### config.mk
export PLATFORM = sky130hd
export DESIGN_NAME = buck_switch_sequencer_power_good
export DESIGN_NICKNAME = d
export VERILOG_FILES = /design/src/core/buck_switch_sequencer_power_good.v
export VERILOG_INCLUDE_DIRS = /design/src /design/src/shared
export SDC_FILE = /design/constraint.sdc
export NUM_CORES = 1
export LEC_CHECK = 0
export BUFFER_PORTS_ARGS = -buffer_cell sky130_fd_sc_hd__buf_2
export CORE_MARGIN = 1.5
export CORE_UTILIZATION = 40
export DETAILED_ROUTE_END_ITERATION = 10
export HOLD_SLACK_MARGIN = 0.08
export SLEW_MARGIN = 0
export SYNTH_ARGS = -nofsm -noshare
export SYNTH_HDL_FRONTEND = slang
export SYNTH_SLANG_ARGS = --single-unit
export TNS_END_PERCENT = 100
### constraint.sdc
create_clock -name clk_in -period 3.1 [get_ports clk_in]
set_clock_uncertainty 0.1 [all_clocks]
set_input_delay 0.31 -clock clk_in [delete_from_list [all_inputs] [get_ports clk_in]]
set_output_delay 0.31 -clock clk_in [all_outputs]
set_load 0.005 [all_outputs]
### src/shared/buck_regs.vh
// register map, field positions, reset values and timing constants of the buck switch sequencer
`ifndef BUCK_REGS_VH
`define BUCK_REGS_VH

// system clock rate and documented times
`define CLK_KHZ          200000
`define OSC_FAST_KHZ     1000
`define OSC_SLOW_KHZ     500
`define SYNC_MIN_KHZ     100
`define SYNC_MAX_KHZ     5000
`define MIN_ON_NS        20
`define MIN_OFF_NS       20
`define PG_COUNT         64

// apb register byte offsets
`define REG_CTRL         8'h00
`define REG_STATUS       8'h04
`define REG_PGCNT        8'h08

// control register fields
`define CTRL_RUN_BIT     0
`define CTRL_FORCE_INT   1
`define CTRL_RESET       2'h1

// status register fields
`define ST_ENABLED_BIT   0
`define ST_OUTPUT_OK_FLAG_BIT     1
`define ST_EXTSYNC_BIT   2
`define ST_INWIN_BIT     3
`define ST_REF_BIT       4
`define ST_STATE_LSB     8

`endif

### src/core/buck_switch_sequencer_power_good.v
// buck switch sequencer, reference clock selection, power-good debounce and apb registers
//
// Overview of operation
// - high-side switch turns on when minimum off-time ends after each falling edge of the active reference clock
// - high-side stays on past minimum on-time before current trip may end it
// - current trip turns high-side off, low-side on for at least minimum off-time
// - after a trip the low-side stays on until next reference falling edge
// - while enabled one switch is always on; never both off
// - each falling edge starts minimum off-time then minimum on-time, unconditionally
// - slope ramp discharge is active whenever the low-side switch is on
// - resistor select pin low picks internal resistor, high picks external pin
// - shutdown low drives neither switch; switch output is tristate
// - enabled only with lockout cleared and shutdown released
// - soft-start node pulled low during shutdown, released when shutdown ends
// - internal oscillator runs free at 500 kHz or 1 MHz
// - external sync from 100 kHz to 5 MHz replaces the internal oscillator
// - in-window counter counts reference cycles only while feedback stays in window
// - power-good asserts when in-window count reaches 64
// - leaving window during assert count resets it; flag stays low
// - window has hysteresis so entry and exit do not chatter
// - when good and out of window, flag drops after 64 reference cycles
// - re-entering window during deassert count resets it; flag stays high
// - power-good is open drain for cascading into another shutdown input
// - sync high or open selects 1 MHz, low selects 500 kHz; clocked sync is reference
// - open-drain output carries the inverted reference clock
//
// The register addresses and the APB register port were decided locally.
`timescale 1ns/1ps
`include "buck_regs.vh"

module buck_switch_sequencer_power_good #(
  parameter integer MIN_ON_CYC   = ((`MIN_ON_NS * (`CLK_KHZ / 1000)) + 999) / 1000,
  parameter integer MIN_OFF_CYC  = ((`MIN_OFF_NS * (`CLK_KHZ / 1000)) + 999) / 1000,
  parameter integer PG_CYC       = `PG_COUNT,
  parameter integer SYNC_TIMEOUT = `CLK_KHZ / `SYNC_MIN_KHZ
) (
  input  wire        clk_in,
  input  wire        reset_n_in,
  // apb slave
  input  wire        psel_in,
  input  wire        penable_in,
  input  wire        pwrite_in,
  input  wire [7:0]  paddr_in,
  input  wire [31:0] pwdata_in,
  output wire        pready_out,
  output reg  [31:0] prdata_out,
  output wire        pslverr_out,
  // control pins
  input  wire        shutdown_low_input_n_in,
  input  wire        supply_lockout_in,
  input  wire        sync_in,
  input  wire        set_resistor_select_in,
  input  wire        current_trip_in,
  input  wire        fb_window_enter_in,
  input  wire        fb_window_stay_in,
  // power stage
  output reg         hs_switch_on_out,
  output reg         ls_switch_on_out,
  output reg         switch_tristate_out,
  output wire        slope_ramp_discharge_out,
  output reg         set_resistor_external_out,
  output reg         softstart_pulldown_out,
  // open-drain outputs: level pin is always 0, enable pulls low
  output wire        output_ok_flag_out,
  output wire        output_ok_flag_oe_out,
  output wire        inverted_clock_out,
  output wire        inverted_clock_oe_out
);

  // codes are visible in the status register, so keep them stable
  localparam [2:0] ST_DIS  = 3'h0;
  localparam [2:0] ST_MOFF = 3'h1;
  localparam [2:0] ST_MON  = 3'h2;
  localparam [2:0] ST_HS   = 3'h3;
  localparam [2:0] ST_TRIP = 3'h4;
  localparam [2:0] ST_LS   = 3'h5;

  // integer forms first, then cut to the counter widths on purpose
  localparam integer ON_LOAD_I   = MIN_ON_CYC - 1;
  localparam integer OFF_LOAD_I  = MIN_OFF_CYC - 1;
  localparam integer HALF_FAST_I = (`CLK_KHZ / (2 * `OSC_FAST_KHZ)) - 1;
  localparam integer HALF_SLOW_I = (`CLK_KHZ / (2 * `OSC_SLOW_KHZ)) - 1;
  localparam integer SYNC_LOAD_I = SYNC_TIMEOUT;
  localparam integer PG_LAST_I   = PG_CYC - 1;

  localparam [7:0]  ON_LOAD    = ON_LOAD_I[7:0];
  localparam [7:0]  OFF_LOAD   = OFF_LOAD_I[7:0];
  localparam [8:0]  HALF_FAST  = HALF_FAST_I[8:0];
  localparam [8:0]  HALF_SLOW  = HALF_SLOW_I[8:0];
  localparam [11:0] SYNC_LOAD  = SYNC_LOAD_I[11:0];
  localparam [6:0]  PG_LAST    = PG_LAST_I[6:0];

  reg  [1:0]  ctrl_ff;
  reg  [2:0]  state_ff;
  reg  [2:0]  nxt_state;
  reg  [7:0]  tm_ff;
  reg  [7:0]  nxt_tm;
  reg  [8:0]  osc_cnt_ff;
  reg         osc_ff;
  reg         sync_q_ff;
  reg         sync_seen_ff;
  reg         src_ext_ff;
  reg  [11:0] sync_act_ff;
  reg         ref_ff;
  reg         nxt_ref;
  reg         in_win_ff;
  reg         output_ok_flag_ff;
  reg  [6:0]  pg_cnt_ff;
  reg  [31:0] nxt_rdata;
  reg         addr_ok;

  wire enabled  = shutdown_low_input_n_in & ~supply_lockout_in & ctrl_ff[`CTRL_RUN_BIT];
  wire ext_sync = (sync_act_ff != 12'h000) & ~ctrl_ff[`CTRL_FORCE_INT];
  wire ref_fall = ref_ff & ~nxt_ref;
  wire apb_wr   = psel_in & penable_in & pwrite_in;
  wire apb_setup = psel_in & ~penable_in;
  wire sync_edge = sync_seen_ff & (sync_in != sync_q_ff);
  wire pg_done   = (pg_cnt_ff == PG_LAST);

  // countdown helpers shared by the three timed states
  function tm_expired;
    input [7:0] cnt;
    begin
      tm_expired = (cnt == 8'h00);
    end
  endfunction

  function [7:0] tm_step;
    input [7:0] cnt;
    begin
      tm_step = cnt - 8'h01;
    end
  endfunction

  // switch drive decode of a sequencer state
  function state_hs_on;
    input [2:0] st;
    begin
      state_hs_on = (st == ST_MON) | (st == ST_HS);
    end
  endfunction

  function state_ls_on;
    input [2:0] st;
    begin
      state_ls_on = (st == ST_MOFF) | (st == ST_TRIP) | (st == ST_LS);
    end
  endfunction

  // internal oscillator; a static sync level picks the rate
  // the rate pin is compared every cycle, so a new rate applies within the current half period
  always @(posedge clk_in or negedge reset_n_in) begin
    if (!reset_n_in) begin
      osc_cnt_ff <= 9'h000;
      osc_ff     <= 1'b0;
    end else if (osc_cnt_ff >= (sync_in ? HALF_FAST : HALF_SLOW)) begin
      osc_cnt_ff <= 9'h000;
      osc_ff     <= ~osc_ff;
    end else begin
      osc_cnt_ff <= osc_cnt_ff + 9'h001;
    end
  end

  // sync is taken as external clock while it keeps toggling within one slowest period
  always @(posedge clk_in or negedge reset_n_in) begin
    if (!reset_n_in) begin
      sync_q_ff    <= 1'b0;
      sync_seen_ff <= 1'b0;
      sync_act_ff  <= 12'h000;
    end else begin
      sync_q_ff    <= sync_in;
      // the first sample only primes the detector; a tied-high pin is no edge
      sync_seen_ff <= 1'b1;
      if (sync_edge) begin
        sync_act_ff <= SYNC_LOAD;
      end else if (sync_act_ff != 12'h000) begin
        sync_act_ff <= sync_act_ff - 12'h001;
      end
    end
  end

  // hand over between sources only where both show the same level, so a
  // change of source never makes a short reference cycle
  always @(posedge clk_in or negedge reset_n_in) begin
    if (!reset_n_in) begin
      src_ext_ff <= 1'b0;
    end else if ((src_ext_ff != ext_sync) && ((ext_sync ? sync_in : osc_ff) == nxt_ref)) begin
      src_ext_ff <= ext_sync;
    end
  end

  always @* begin
    nxt_ref = src_ext_ff ? sync_in : osc_ff;
  end

  always @(posedge clk_in or negedge reset_n_in) begin
    if (!reset_n_in) begin
      ref_ff <= 1'b0;
    end else begin
      // one flop of delay so the fall detect compares settled state
      ref_ff <= nxt_ref;
    end
  end

  // switch sequencer
  // a reference fall wins over whatever state the cycle has reached
  always @* begin
    nxt_state = state_ff;
    nxt_tm    = tm_ff;
    if (!enabled) begin
      nxt_state = ST_DIS;
    end else if (ref_fall) begin
      nxt_state = ST_MOFF;
      nxt_tm    = OFF_LOAD;
    end else begin
      case (state_ff)
        ST_DIS: begin
          // start with low-side on so conduction never breaks
          nxt_state = ST_LS;
        end
        ST_MOFF: begin
          if (tm_expired(tm_ff)) begin
            nxt_state = ST_MON;
            nxt_tm    = ON_LOAD;
          end else begin
            nxt_tm = tm_step(tm_ff);
          end
        end
        ST_MON: begin
          // trips are masked until the minimum on-time has run
          if (tm_expired(tm_ff)) begin
            nxt_state = current_trip_in ? ST_TRIP : ST_HS;
            nxt_tm    = OFF_LOAD;
          end else begin
            nxt_tm = tm_step(tm_ff);
          end
        end
        ST_HS: begin
          if (current_trip_in) begin
            nxt_state = ST_TRIP;
            nxt_tm    = OFF_LOAD;
          end
        end
        ST_TRIP: begin
          if (tm_expired(tm_ff)) begin
            nxt_state = ST_LS;
          end else begin
            nxt_tm = tm_step(tm_ff);
          end
        end
        ST_LS: begin
          nxt_state = ST_LS;
        end
        default: begin
          nxt_state = ST_DIS;
        end
      endcase
    end
  end

  always @(posedge clk_in or negedge reset_n_in) begin
    if (!reset_n_in) begin
      state_ff            <= ST_DIS;
      tm_ff               <= 8'h00;
      hs_switch_on_out    <= 1'b0;
      ls_switch_on_out    <= 1'b0;
      switch_tristate_out <= 1'b1;
    end else begin
      // pins decode the next state so they move together with the state
      state_ff            <= nxt_state;
      tm_ff               <= nxt_tm;
      hs_switch_on_out    <= state_hs_on(nxt_state);
      ls_switch_on_out    <= state_ls_on(nxt_state);
      switch_tristate_out <= (nxt_state == ST_DIS);
    end
  end

  assign slope_ramp_discharge_out = ls_switch_on_out;

  always @(posedge clk_in or negedge reset_n_in) begin
    if (!reset_n_in) begin
      set_resistor_external_out <= 1'b0;
      softstart_pulldown_out    <= 1'b1;
    end else begin
      set_resistor_external_out <= set_resistor_select_in;
      // follows the shutdown pin alone; lockout does not hold the soft-start node
      softstart_pulldown_out    <= ~shutdown_low_input_n_in;
    end
  end

  // enter on the narrow comparator, leave only past the wide one
  always @(posedge clk_in or negedge reset_n_in) begin
    if (!reset_n_in) begin
      in_win_ff <= 1'b0;
    end else begin
      in_win_ff <= in_win_ff ? fb_window_stay_in : fb_window_enter_in;
    end
  end

  // power-good: 64-cycle debounce each way, counted on reference falls only,
  // so the debounce time scales with the switching rate, not the system clock
  always @(posedge clk_in or negedge reset_n_in) begin
    if (!reset_n_in) begin
      output_ok_flag_ff  <= 1'b0;
      pg_cnt_ff <= 7'h00;
    end else begin
      if (!enabled) begin
        output_ok_flag_ff  <= 1'b0;
        pg_cnt_ff <= 7'h00;
      end else if (in_win_ff == output_ok_flag_ff) begin
        pg_cnt_ff <= 7'h00;
      end else if (ref_fall) begin
        if (pg_done) begin
          output_ok_flag_ff  <= in_win_ff;
          pg_cnt_ff <= 7'h00;
        end else begin
          pg_cnt_ff <= pg_cnt_ff + 7'h01;
        end
      end
    end
  end

  // level pins stay low; the enables alone make the open-drain pulls
  assign output_ok_flag_out    = 1'b0;
  assign output_ok_flag_oe_out = ~output_ok_flag_ff;
  assign inverted_clock_out    = 1'b0;
  assign inverted_clock_oe_out = ref_ff;

  // apb slave: zero wait states, read data latched in the setup cycle
  // reads have no side effects, so latching them early is harmless
  always @* begin
    addr_ok   = 1'b1;
    nxt_rdata = 32'h0000_0000;
    case (paddr_in)
      `REG_CTRL: begin
        nxt_rdata[1:0] = ctrl_ff;
      end
      `REG_STATUS: begin
        nxt_rdata[`ST_ENABLED_BIT] = enabled;
        nxt_rdata[`ST_OUTPUT_OK_FLAG_BIT]   = output_ok_flag_ff;
        nxt_rdata[`ST_EXTSYNC_BIT] = ext_sync;
        nxt_rdata[`ST_INWIN_BIT]   = in_win_ff;
        nxt_rdata[`ST_REF_BIT]     = ref_ff;
        nxt_rdata[`ST_STATE_LSB +: 3] = state_ff;
      end
      `REG_PGCNT: begin
        nxt_rdata[6:0] = pg_cnt_ff;
      end
      default: begin
        addr_ok = 1'b0;
      end
    endcase
  end

  always @(posedge clk_in or negedge reset_n_in) begin
    if (!reset_n_in) begin
      ctrl_ff    <= `CTRL_RESET;
      prdata_out <= 32'h0000_0000;
    end else begin
      if (apb_setup && !pwrite_in) begin
        prdata_out <= nxt_rdata;
      end
      // writes to read-only words are dropped without an error
      if (apb_wr && (paddr_in == `REG_CTRL)) begin
        ctrl_ff <= pwdata_in[1:0];
      end
    end
  end

  assign pready_out  = 1'b1;
  assign pslverr_out = psel_in & penable_in & ~addr_ok;

endmodule // buck_switch_sequencer_power_good

---- Word level (Yosys, flattened, before mapping) ----
Index checks and enable logic that the tools add are counted.
storage, ports and cells
  register bits after elaboration ......... 63
  input port bits ......................... 52
  word-level logic and storage cells ...... 116
operators by class
  add/sub/neg operators ................... 4
  order comparisons ....................... 1
  equality and inequality tests ........... 23
  muxes and demuxes ....................... 33
  bitwise gates (word level) .............. 20
  reduce and logical (&&, ||, !) cells .... 16
operators by type and width
  kind                                                                   number
  8-bit two-way mux                                                      5
  7-bit two-way mux                                                      4
  12-bit two-way mux                                                     2
  3-bit two-way mux                                                      8
  8-bit case mux with 3 select lines                                     1
  8-bit logical NOT                                                      2
  3-bit case mux with 5 select lines                                     1
  3-bit by 2-bit equality test with 1-bit output, second input constant  4
  3-bit equality test, second input constant                             4
  12-bit nonzero test                                                    1
  12-bit by 1-bit subtractor with 12-bit output, second input constant   1
  9-bit by 1-bit adder with 9-bit output, second input constant          1
  1-bit AND                                                              9
  9-bit by 8-bit greater-or-equal comparator with 1-bit output           1
  9-bit two-way mux                                                      1
  8-bit by 3-bit equality test with 1-bit output, second input constant  1
  8-bit by 4-bit equality test with 1-bit output, second input constant  1
  1-bit two-way mux                                                      8
  1-bit NOT                                                              8
  8-bit by 1-bit subtractor with 8-bit output, second input constant     1
  7-bit by 1-bit adder with 7-bit output, second input constant          1
  7-bit by 6-bit equality test with 1-bit output, second input constant  1
  3-bit by 1-bit equality test with 1-bit output, second input constant  2
  3-bit logical NOT                                                      2
  other kinds (18)                                                       27

---- Logic depth before layout (Yosys ltp) ----
Gate-level depths: netlist (run 1).
  depth in word-level cells ............... 8
  depth in mapped cells ................... 8

---- Worst setup path after synthesis (run 1) ----
Ideal clock, no wire load.
  kind .................................... reg2reg
  start ................................... reg tm_ff[0]
  end ..................................... reg tm_ff[4]
  library setup time ...................... 0.122 ns
  arrival time ............................ 1.892 ns
  setup slack ............................. 0.987 ns
  cell stages (with the launch flop) ...... 9
  path buffers ............................ 1
  clock period less this slack ............ 2.113 ns
  cells stage by stage .................... dfrtp_1 inv_1 ha_1 or3b_2 o211ai_2 a31oi_4 nor2b_4 buf_6 a32o_1
between the ends
  longest elaborated chain between the ends .. 4
RTL lines
  element                                                                                  RTL line                                                                                                                source
  start: declaration                                                                       buck_switch_sequencer_power_good.v:96                                                                                   reg [7:0] tm_ff;
  start signal: assignment                                                                 buck_switch_sequencer_power_good.v:271                                                                                  tm_ff <= nxt_tm;
  8-bit by 1-bit subtractor with 8-bit output / 8-bit logical NOT (equally long branches)  buck_switch_sequencer_power_good.v:131, buck_switch_sequencer_power_good.v:124
  8-bit two-way mux, on equally long branches                                              buck_switch_sequencer_power_good.v:245, buck_switch_sequencer_power_good.v:222, buck_switch_sequencer_power_good.v:231
  8-bit case mux with 3 select lines                                                       buck_switch_sequencer_power_good.v:216                                                                                  case (state_ff)
  8-bit two-way mux                                                                        buck_switch_sequencer_power_good.v:212                                                                                  end else if (ref_fall) begin
Several ways; a longest one is shown, not always the timed one. The select of a mux whose other input is x is not followed.
A chain may end at the register's enable or synchronous reset.

---- Worst setup path in the final report (run 1) ----
  start ................................... in sync_in
  end ..................................... reg tm_ff[6]
between the ends
  longest elaborated chain between the ends .. 5
RTL lines
  element                                                                              RTL line                                source
  start: declaration                                                                   buck_switch_sequencer_power_good.v:51   input wire sync_in,
  1-bit two-way mux *                                                                  buck_switch_sequencer_power_good.v:193  nxt_ref = src_ext_ff ? sync_in : osc_ff;
  1-bit NOT *                                                                          buck_switch_sequencer_power_good.v:114  wire ref_fall = ref_ff & ~nxt_ref;
  1-bit AND *                                                                          buck_switch_sequencer_power_good.v:114
  3-bit inequality test (no source line) / 4-bit nonzero test (equally long branches)  --
  4-bit AND reduction (no source line)                                                 --
Every way passes the cells marked *; elsewhere a longest branch is shown, timed or not.

==> metrics.txt, run 1 <==
largest net degree at the start of global routing=39; cts bufs inserted=9; Fmax achieved=0.437 GHz; total track usage=16.2%; Logic pwr share=12.3%; overall power=1.76 mW; Site Rows=33; Max FO, Critical Path=9; Syn Inst Count=346; number of global-route vias before repair=2,356; Crit. End Element=flop; H-tree levels=3; Async SR Flop Fraction=100%; Syn. warnings=0; first-pass GRT wire length=11,200 um; Via Count=2,531; Mean Syn Cell Area=9.66 sq um; postcts setup bufs=0; num ports=96; DIE AREA=8910 sq um; leak pwr=1.68 nW; # hold bufs at CTS=4; fin crit share=73.9%; die extent in x=94.4 um; CTS sink count=63; startpoint types=input port; Seq/Total Area, Yosys=47.3%; max cap viols=0; DR WL/cell=13.0 um; critical path type=in2reg; remaining global-route overflow=0; number of routed nets with antenna violations=0; commonest non-fill, non-tap cell in the layout=dfrtp_1; initial drt markers=53; maximum clock insertion buffer count=2; ANT cells=0; Internal Power=1.28 mW; number of synthesized flops with an enable pin=0; Max VDD drop=204 uV; post-route setup slack=0.811 ns; top cell type's share of synthesized area=44.9%; drt total wl=6530 um; Sw Ratio=27.6%; clock power share=35.1%; post-route DRC violation count=0; Hold Vio Cnt, Final=0; status=finished, final reports clean; post-synth design cell area=3340 sq um; RSZ-0062 raised after global routing=false; clock root cell=clkbuf_8; P_sw=0.487 mW; CTS tree=yes; Final setup violation count=0; PortBufs=40; Worst Path Required=3.27 ns; Synth cell types=56; setup_tns=0 ns; Clk pin slew, worst setup/hold paths=0.07 ns; post-DR vias/cell=5.04; sequential share of power=52.6%; actual slew at the worst max-slew pin=0.785 ns; Synth area leader=dfrtp_1; Worst Hold Class=in2reg; post_cts resized=0; Core Area=8130 sq um; antenna violations before repair=0; share of cells above drive strength 1=18.1%; most common flop cell mapped by yosys=dfrtp_1; register area=1580 sq um; Worst EP arrival=2.46 ns; worst slack, placed=0.865 ns; Slew Limit Fails=0; Pre-Repair DR Iteration Count=6; Layout area overhead=12.2%; GP Congestion=0.824; synthesis-stage register bit count=63; max_slew headroom=47.2%; Starting Density=41.1%; PwrDens=470 nW/um^2; Tmin final=2.29 ns; Filler Cell Count=798; multi-input logic area=1570 sq um; dominant cells by area after synthesis=dfrtp_1, buf_4, nor2_1; Die Ht=94.4 um; clk_lat worst skew=0.33 ns; Final #Nets=452; most frequent cells in the layout=dfrtp_1, buf_2, nor2_1, nand2_1, conb_1; hpwl dp=4730 um
-- metal layers --
metal,vias to the layer above,global-route usage (%),part of all wire (%)
met1,1213,21.5,47
met3,9,2.98,3.8
met2,50,26.0,48
li1,1259,-,-
met4,0,6.84,1.5
met5,-,0,0
-- cell usage after synthesis (5+ instances only) --
library cell and count:
a21oi_1 14, and3_1 5, buf_4 26, clkbuf_1 5, dfrtp_1 60, ha_1 8, inv_1 12, nand2_1 33
nand3_1 7, nor2_1 39, nor3_1 11, nor4_1 5, o21ai_0 24, xnor2_1 5, xor2_1 13
-- kinds of logic after synthesis --
kind of cell             Yosys count  synth area share, %
AND/OR/NAND/NOR                  136                 20.7
AO/OA/AOI/OAI                     68                 14.1
flip-flops                        63                 47.3
buffers and inverters             46                 8.39
XOR/XNOR                          18                 4.72
adder cells (fa/ha/maj)            8                 3.00
multiplexers                       5                 1.61
other                              2                0.225
-- sequential cells by signal, indices dropped and copies added (netlist names) --
signal and count:
osc_cnt_ff 9, state_ff 3, tm_ff 8, osc_ff 1, output_ok_flag_ff 1, switch_tristate_out 1
hs_switch_on_out 1, sync_act_ff 12, softstart_pulldown_out 1, inverted_clock_oe_out 1, ctrl_ff 2, set_resistor_external_out 1
sync_seen_ff 1, ls_switch_on_out 1, in_win_ff 1, prdata_out 10, pg_cnt_ff 7, sync_q_ff 1
src_ext_ff 1
-- layout make-up --
cell class                 count  share of cell area (%)
timing repair buffer          45                    6.94
inverter                      12                    1.20
multi-input combinational    261                    41.9
sequential                    63                    42.1
clock buffer                  14                    4.07
tap                          105                    3.50
clock inverter                 2                   0.267
-- per-stage QoR --
| stage | hold WS, ns | instance area, sq um | utilization (%) | std cells |
|---|---|---|---|---|
| final | 0.112 | 3750 | 46.1 | 502 |
| after global routing | 0.0979 | 3750 | 46.1 | 502 |
| after CTS | 0.0991 | 3750 | 46.1 | 502 |
| after detailed placement | 0.271 | 3550 | 43.6 | 482 |
| after global placement | 0.269 | 3550 | 43.6 | 482 |
| after floorplan | -0.0856 | 3430 | - | 370 |
-- critical path: stages --
cell and delay (ns):
dlygate4sd3_1 0.53, buf_2 0.17, mux2i_1 0.33, nand2_1 0.29, a31oi_4 0.32, nor2b_4 0.31
a32o_1 0.19
-- power by group through the flow --
stage,logic [mW],clock network [mW],registers [mW]
detailed placement,0.214,0,0.943
CTS,0.220,0.637,0.928
global placement,0.208,0,0.940
finish,0.217,0.618,0.928
global route,0.253,0.670,0.941
floorplan,0.172,0,0.929
-- path summary, 6_finish.rpt --
kind / depth (start not counted) / slack [ns] / from / to
setup reg to reg: 7 / 0.84 / tm_ff[0] / tm_ff[7]
setup / recovery: 7 / 0.81 / sync_in / tm_ff[6]
max in group asynchronous: 3 / 1.78 / reset_n_in / softstart_pulldown_out
hold reg to reg: 1 / 0.36 / osc_cnt_ff[0] / osc_cnt_ff[0]
min in group asynchronous: 2 / 0.43 / reset_n_in / osc_cnt_ff[3]
hold / removal: 2 / 0.11 / fb_window_enter_in / in_win_ff
Note: power is estimated with default switching activity, not from simulation.
==> run 2: changes to the inputs <==
==> constraint.sdc (replaced) <==
create_clock -name clk_in -period 2.3 [get_ports clk_in]
set_clock_uncertainty 0.1 [all_clocks]
set_input_delay 0.23 -clock clk_in [delete_from_list [all_inputs] [get_ports clk_in]]
set_output_delay 0.23 -clock clk_in [all_outputs]
set_load 0.005 [all_outputs]
==> run 2 against run 1 <==
Compared with the run above: total power up 53%; clock power up 83%; final cell count grew 2.2%; non-clock buffer count is 11 higher; sequential share of layout area is 2.0 points lower; routed wire length fell by 1.7%; utilization grew 2.3 points.
==> metrics.txt, run 2 (synthesis results as in run 1) <==
fin crit share=94.0%; register area=1580 sq um; leak pwr=1.77 nW; CTS tree=yes; antenna violations before repair=0; Sw Ratio=25.2%; Final #Nets=463; Via Count=2,576; number of global-route vias before repair=2,354; FF-to-FF setup slack=0.14 ns; Core Area=8130 sq um; Clk pin slew, worst setup/hold paths=0.08 ns; Layout area overhead=17.7%; drt total wl=6420 um; Hold Vio Cnt, Final=0; initial drt markers=74; Tmin final=2.16 ns; RSZ-0062 raised after global routing=false; GP Congestion=0.799; num ports=96; Worst Hold End=prdata_out[1]; max cap viols=0; P_sw=0.679 mW; DIE AREA=8910 sq um; Worst Path Required=2.42 ns; clock power share=42.1%; Min-Delay Path Depth=3; actual slew at the worst max-slew pin=0.626 ns; PortBufs=40; r2r worst-path depth=7; Most flops, register=sync_act_ff; overall power=2.69 mW; number of flip-flops in the largest register=12; clock root cell=clkbuf_8; Max VDD drop=291 uV; sequential share of power=46.8%; die extent in x=94.4 um; startpoint types=flop; status=finished, final reports clean; R2R Path Start=tm_ff[0]; Site Rows=33; hold wc startpoint=psel_in; post-DR vias/cell=5.02; PwrDens=683 nW/um^2; CTS sink count=63; Crit Reg-Reg Endpoint=tm_ff[4]; met3 wire len=252 um; M1 WL=3010 um; Slew Limit Fails=0; critical path type=reg2reg; commonest non-fill, non-tap cell in the layout=dfrtp_1; cts bufs inserted=9; Util after Layout=48.4%; top layer in use=met4; placed inst area=3600 sq um; max_slew headroom=58.3%; most frequent cells in the layout=dfrtp_1, buf_2, nor2_1, nand2_1, conb_1; Final Cell Area=3940 sq um; multi-input logic area=1580 sq um; remaining global-route overflow=0; first-pass GRT wire length=11,100 um; H-tree levels=3; Fmax achieved=0.462 GHz; Starting Density=41.1%; Internal Power=2.01 mW; post-route DRC violation count=0; DR WL/cell=12.5 um; Die Ht=94.4 um; Worst Hold Class=in2reg; Filler Cell Count=769; Worst EP arrival=2.29 ns; Logic pwr share=11.2%; Final setup violation count=0; setup_tns=0 ns; maximum clock insertion buffer count=2; WL met2=3090 um; Max FO, Critical Path=9; total track usage=16.1%; Pre-Repair DR Iteration Count=4; Largest regs=sync_act_ff x12, prdata_out x10, osc_cnt_ff x9; ANT cells=0; number of routed nets with antenna violations=0; Crit. End Element=flop; largest net degree at the start of global routing=38; clk_lat worst skew=0.34 ns; hpwl dp=4730 um; share of cells above drive strength 1=21.1%
run 2: worst max path at each step:
| stage | endpoint | depth (start not counted) | slack, ns | startpoint |
|---|---|---|---|---|
| floorplan | tm_ff[4] | 8 | 0.19 | tm_ff[0] |
| global placement | tm_ff[4] | 7 | 0.16 | tm_ff[0] |
| detailed placement | tm_ff[6] | 7 | 0.14 | tm_ff[0] |
| CTS | tm_ff[4] | 7 | 0.1 | sync_in |
| global route | tm_ff[4] | 7 | 0.006 | tm_ff[0] |
| finish | tm_ff[4] | 7 | 0.14 | tm_ff[0] |
run 2: cell type report:
type | instances | area share, %
clock buffers | 12 | 4.20
clock inverters | 4 | 1.94
inverters | 12 | 1.14
flip-flops and latches | 63 | 40.2
well taps | 105 | 3.34
repair buffers | 56 | 8.97
multi-input cells | 261 | 40.3
run 2: per-layer routing:
metal	global-route usage, %	up-vias
met2	26.3	44
met1	20.7	1236
met3	4.83	8
li1	-	1288
met4	4.48	0
met5	0	-
run 2: repair_timing:
item / 4_1_cts / 5_1_grt
buffers inserted: 0 / 0
gates resized for setup: 0 / 3
hold buffers: 8 / 0
setup endpoints to repair: 0 / 12
endpoints found under the hold margin: 29 / 0
run 2: power by group through the flow:
stage / Clock (mW) / Combinational [mW] / Sequential [mW]
6_report: 1.13 / 0.300 / 1.26
5_1_grt: 1.22 / 0.346 / 1.27
4_1_cts: 1.17 / 0.302 / 1.25
3_5_place_dp: 0 / 0.289 / 1.27
3_3_place_gp: 0 / 0.282 / 1.27
2_1_floorplan: 0 / 0.232 / 1.25
run 2: metrics by stage:
step	worst slack, ns	hold slack, ns	cells
floorplan	0.187	-0.166	370
global placement	0.157	0.197	489
detailed placement	0.142	0.193	489
CTS	0.0988	0.0843	513
global route	0.00599	0.106	513
finish	0.137	0.102	513
run 2: critical path: stages (launching register included):
cell and delay (ns):
dfrtp_1 0.42, inv_1 0.09, ha_1 0.15, or3b_2 0.47, o211ai_2 0.19, a31oi_4 0.16, nor2b_4 0.19, a32o_1 0.27
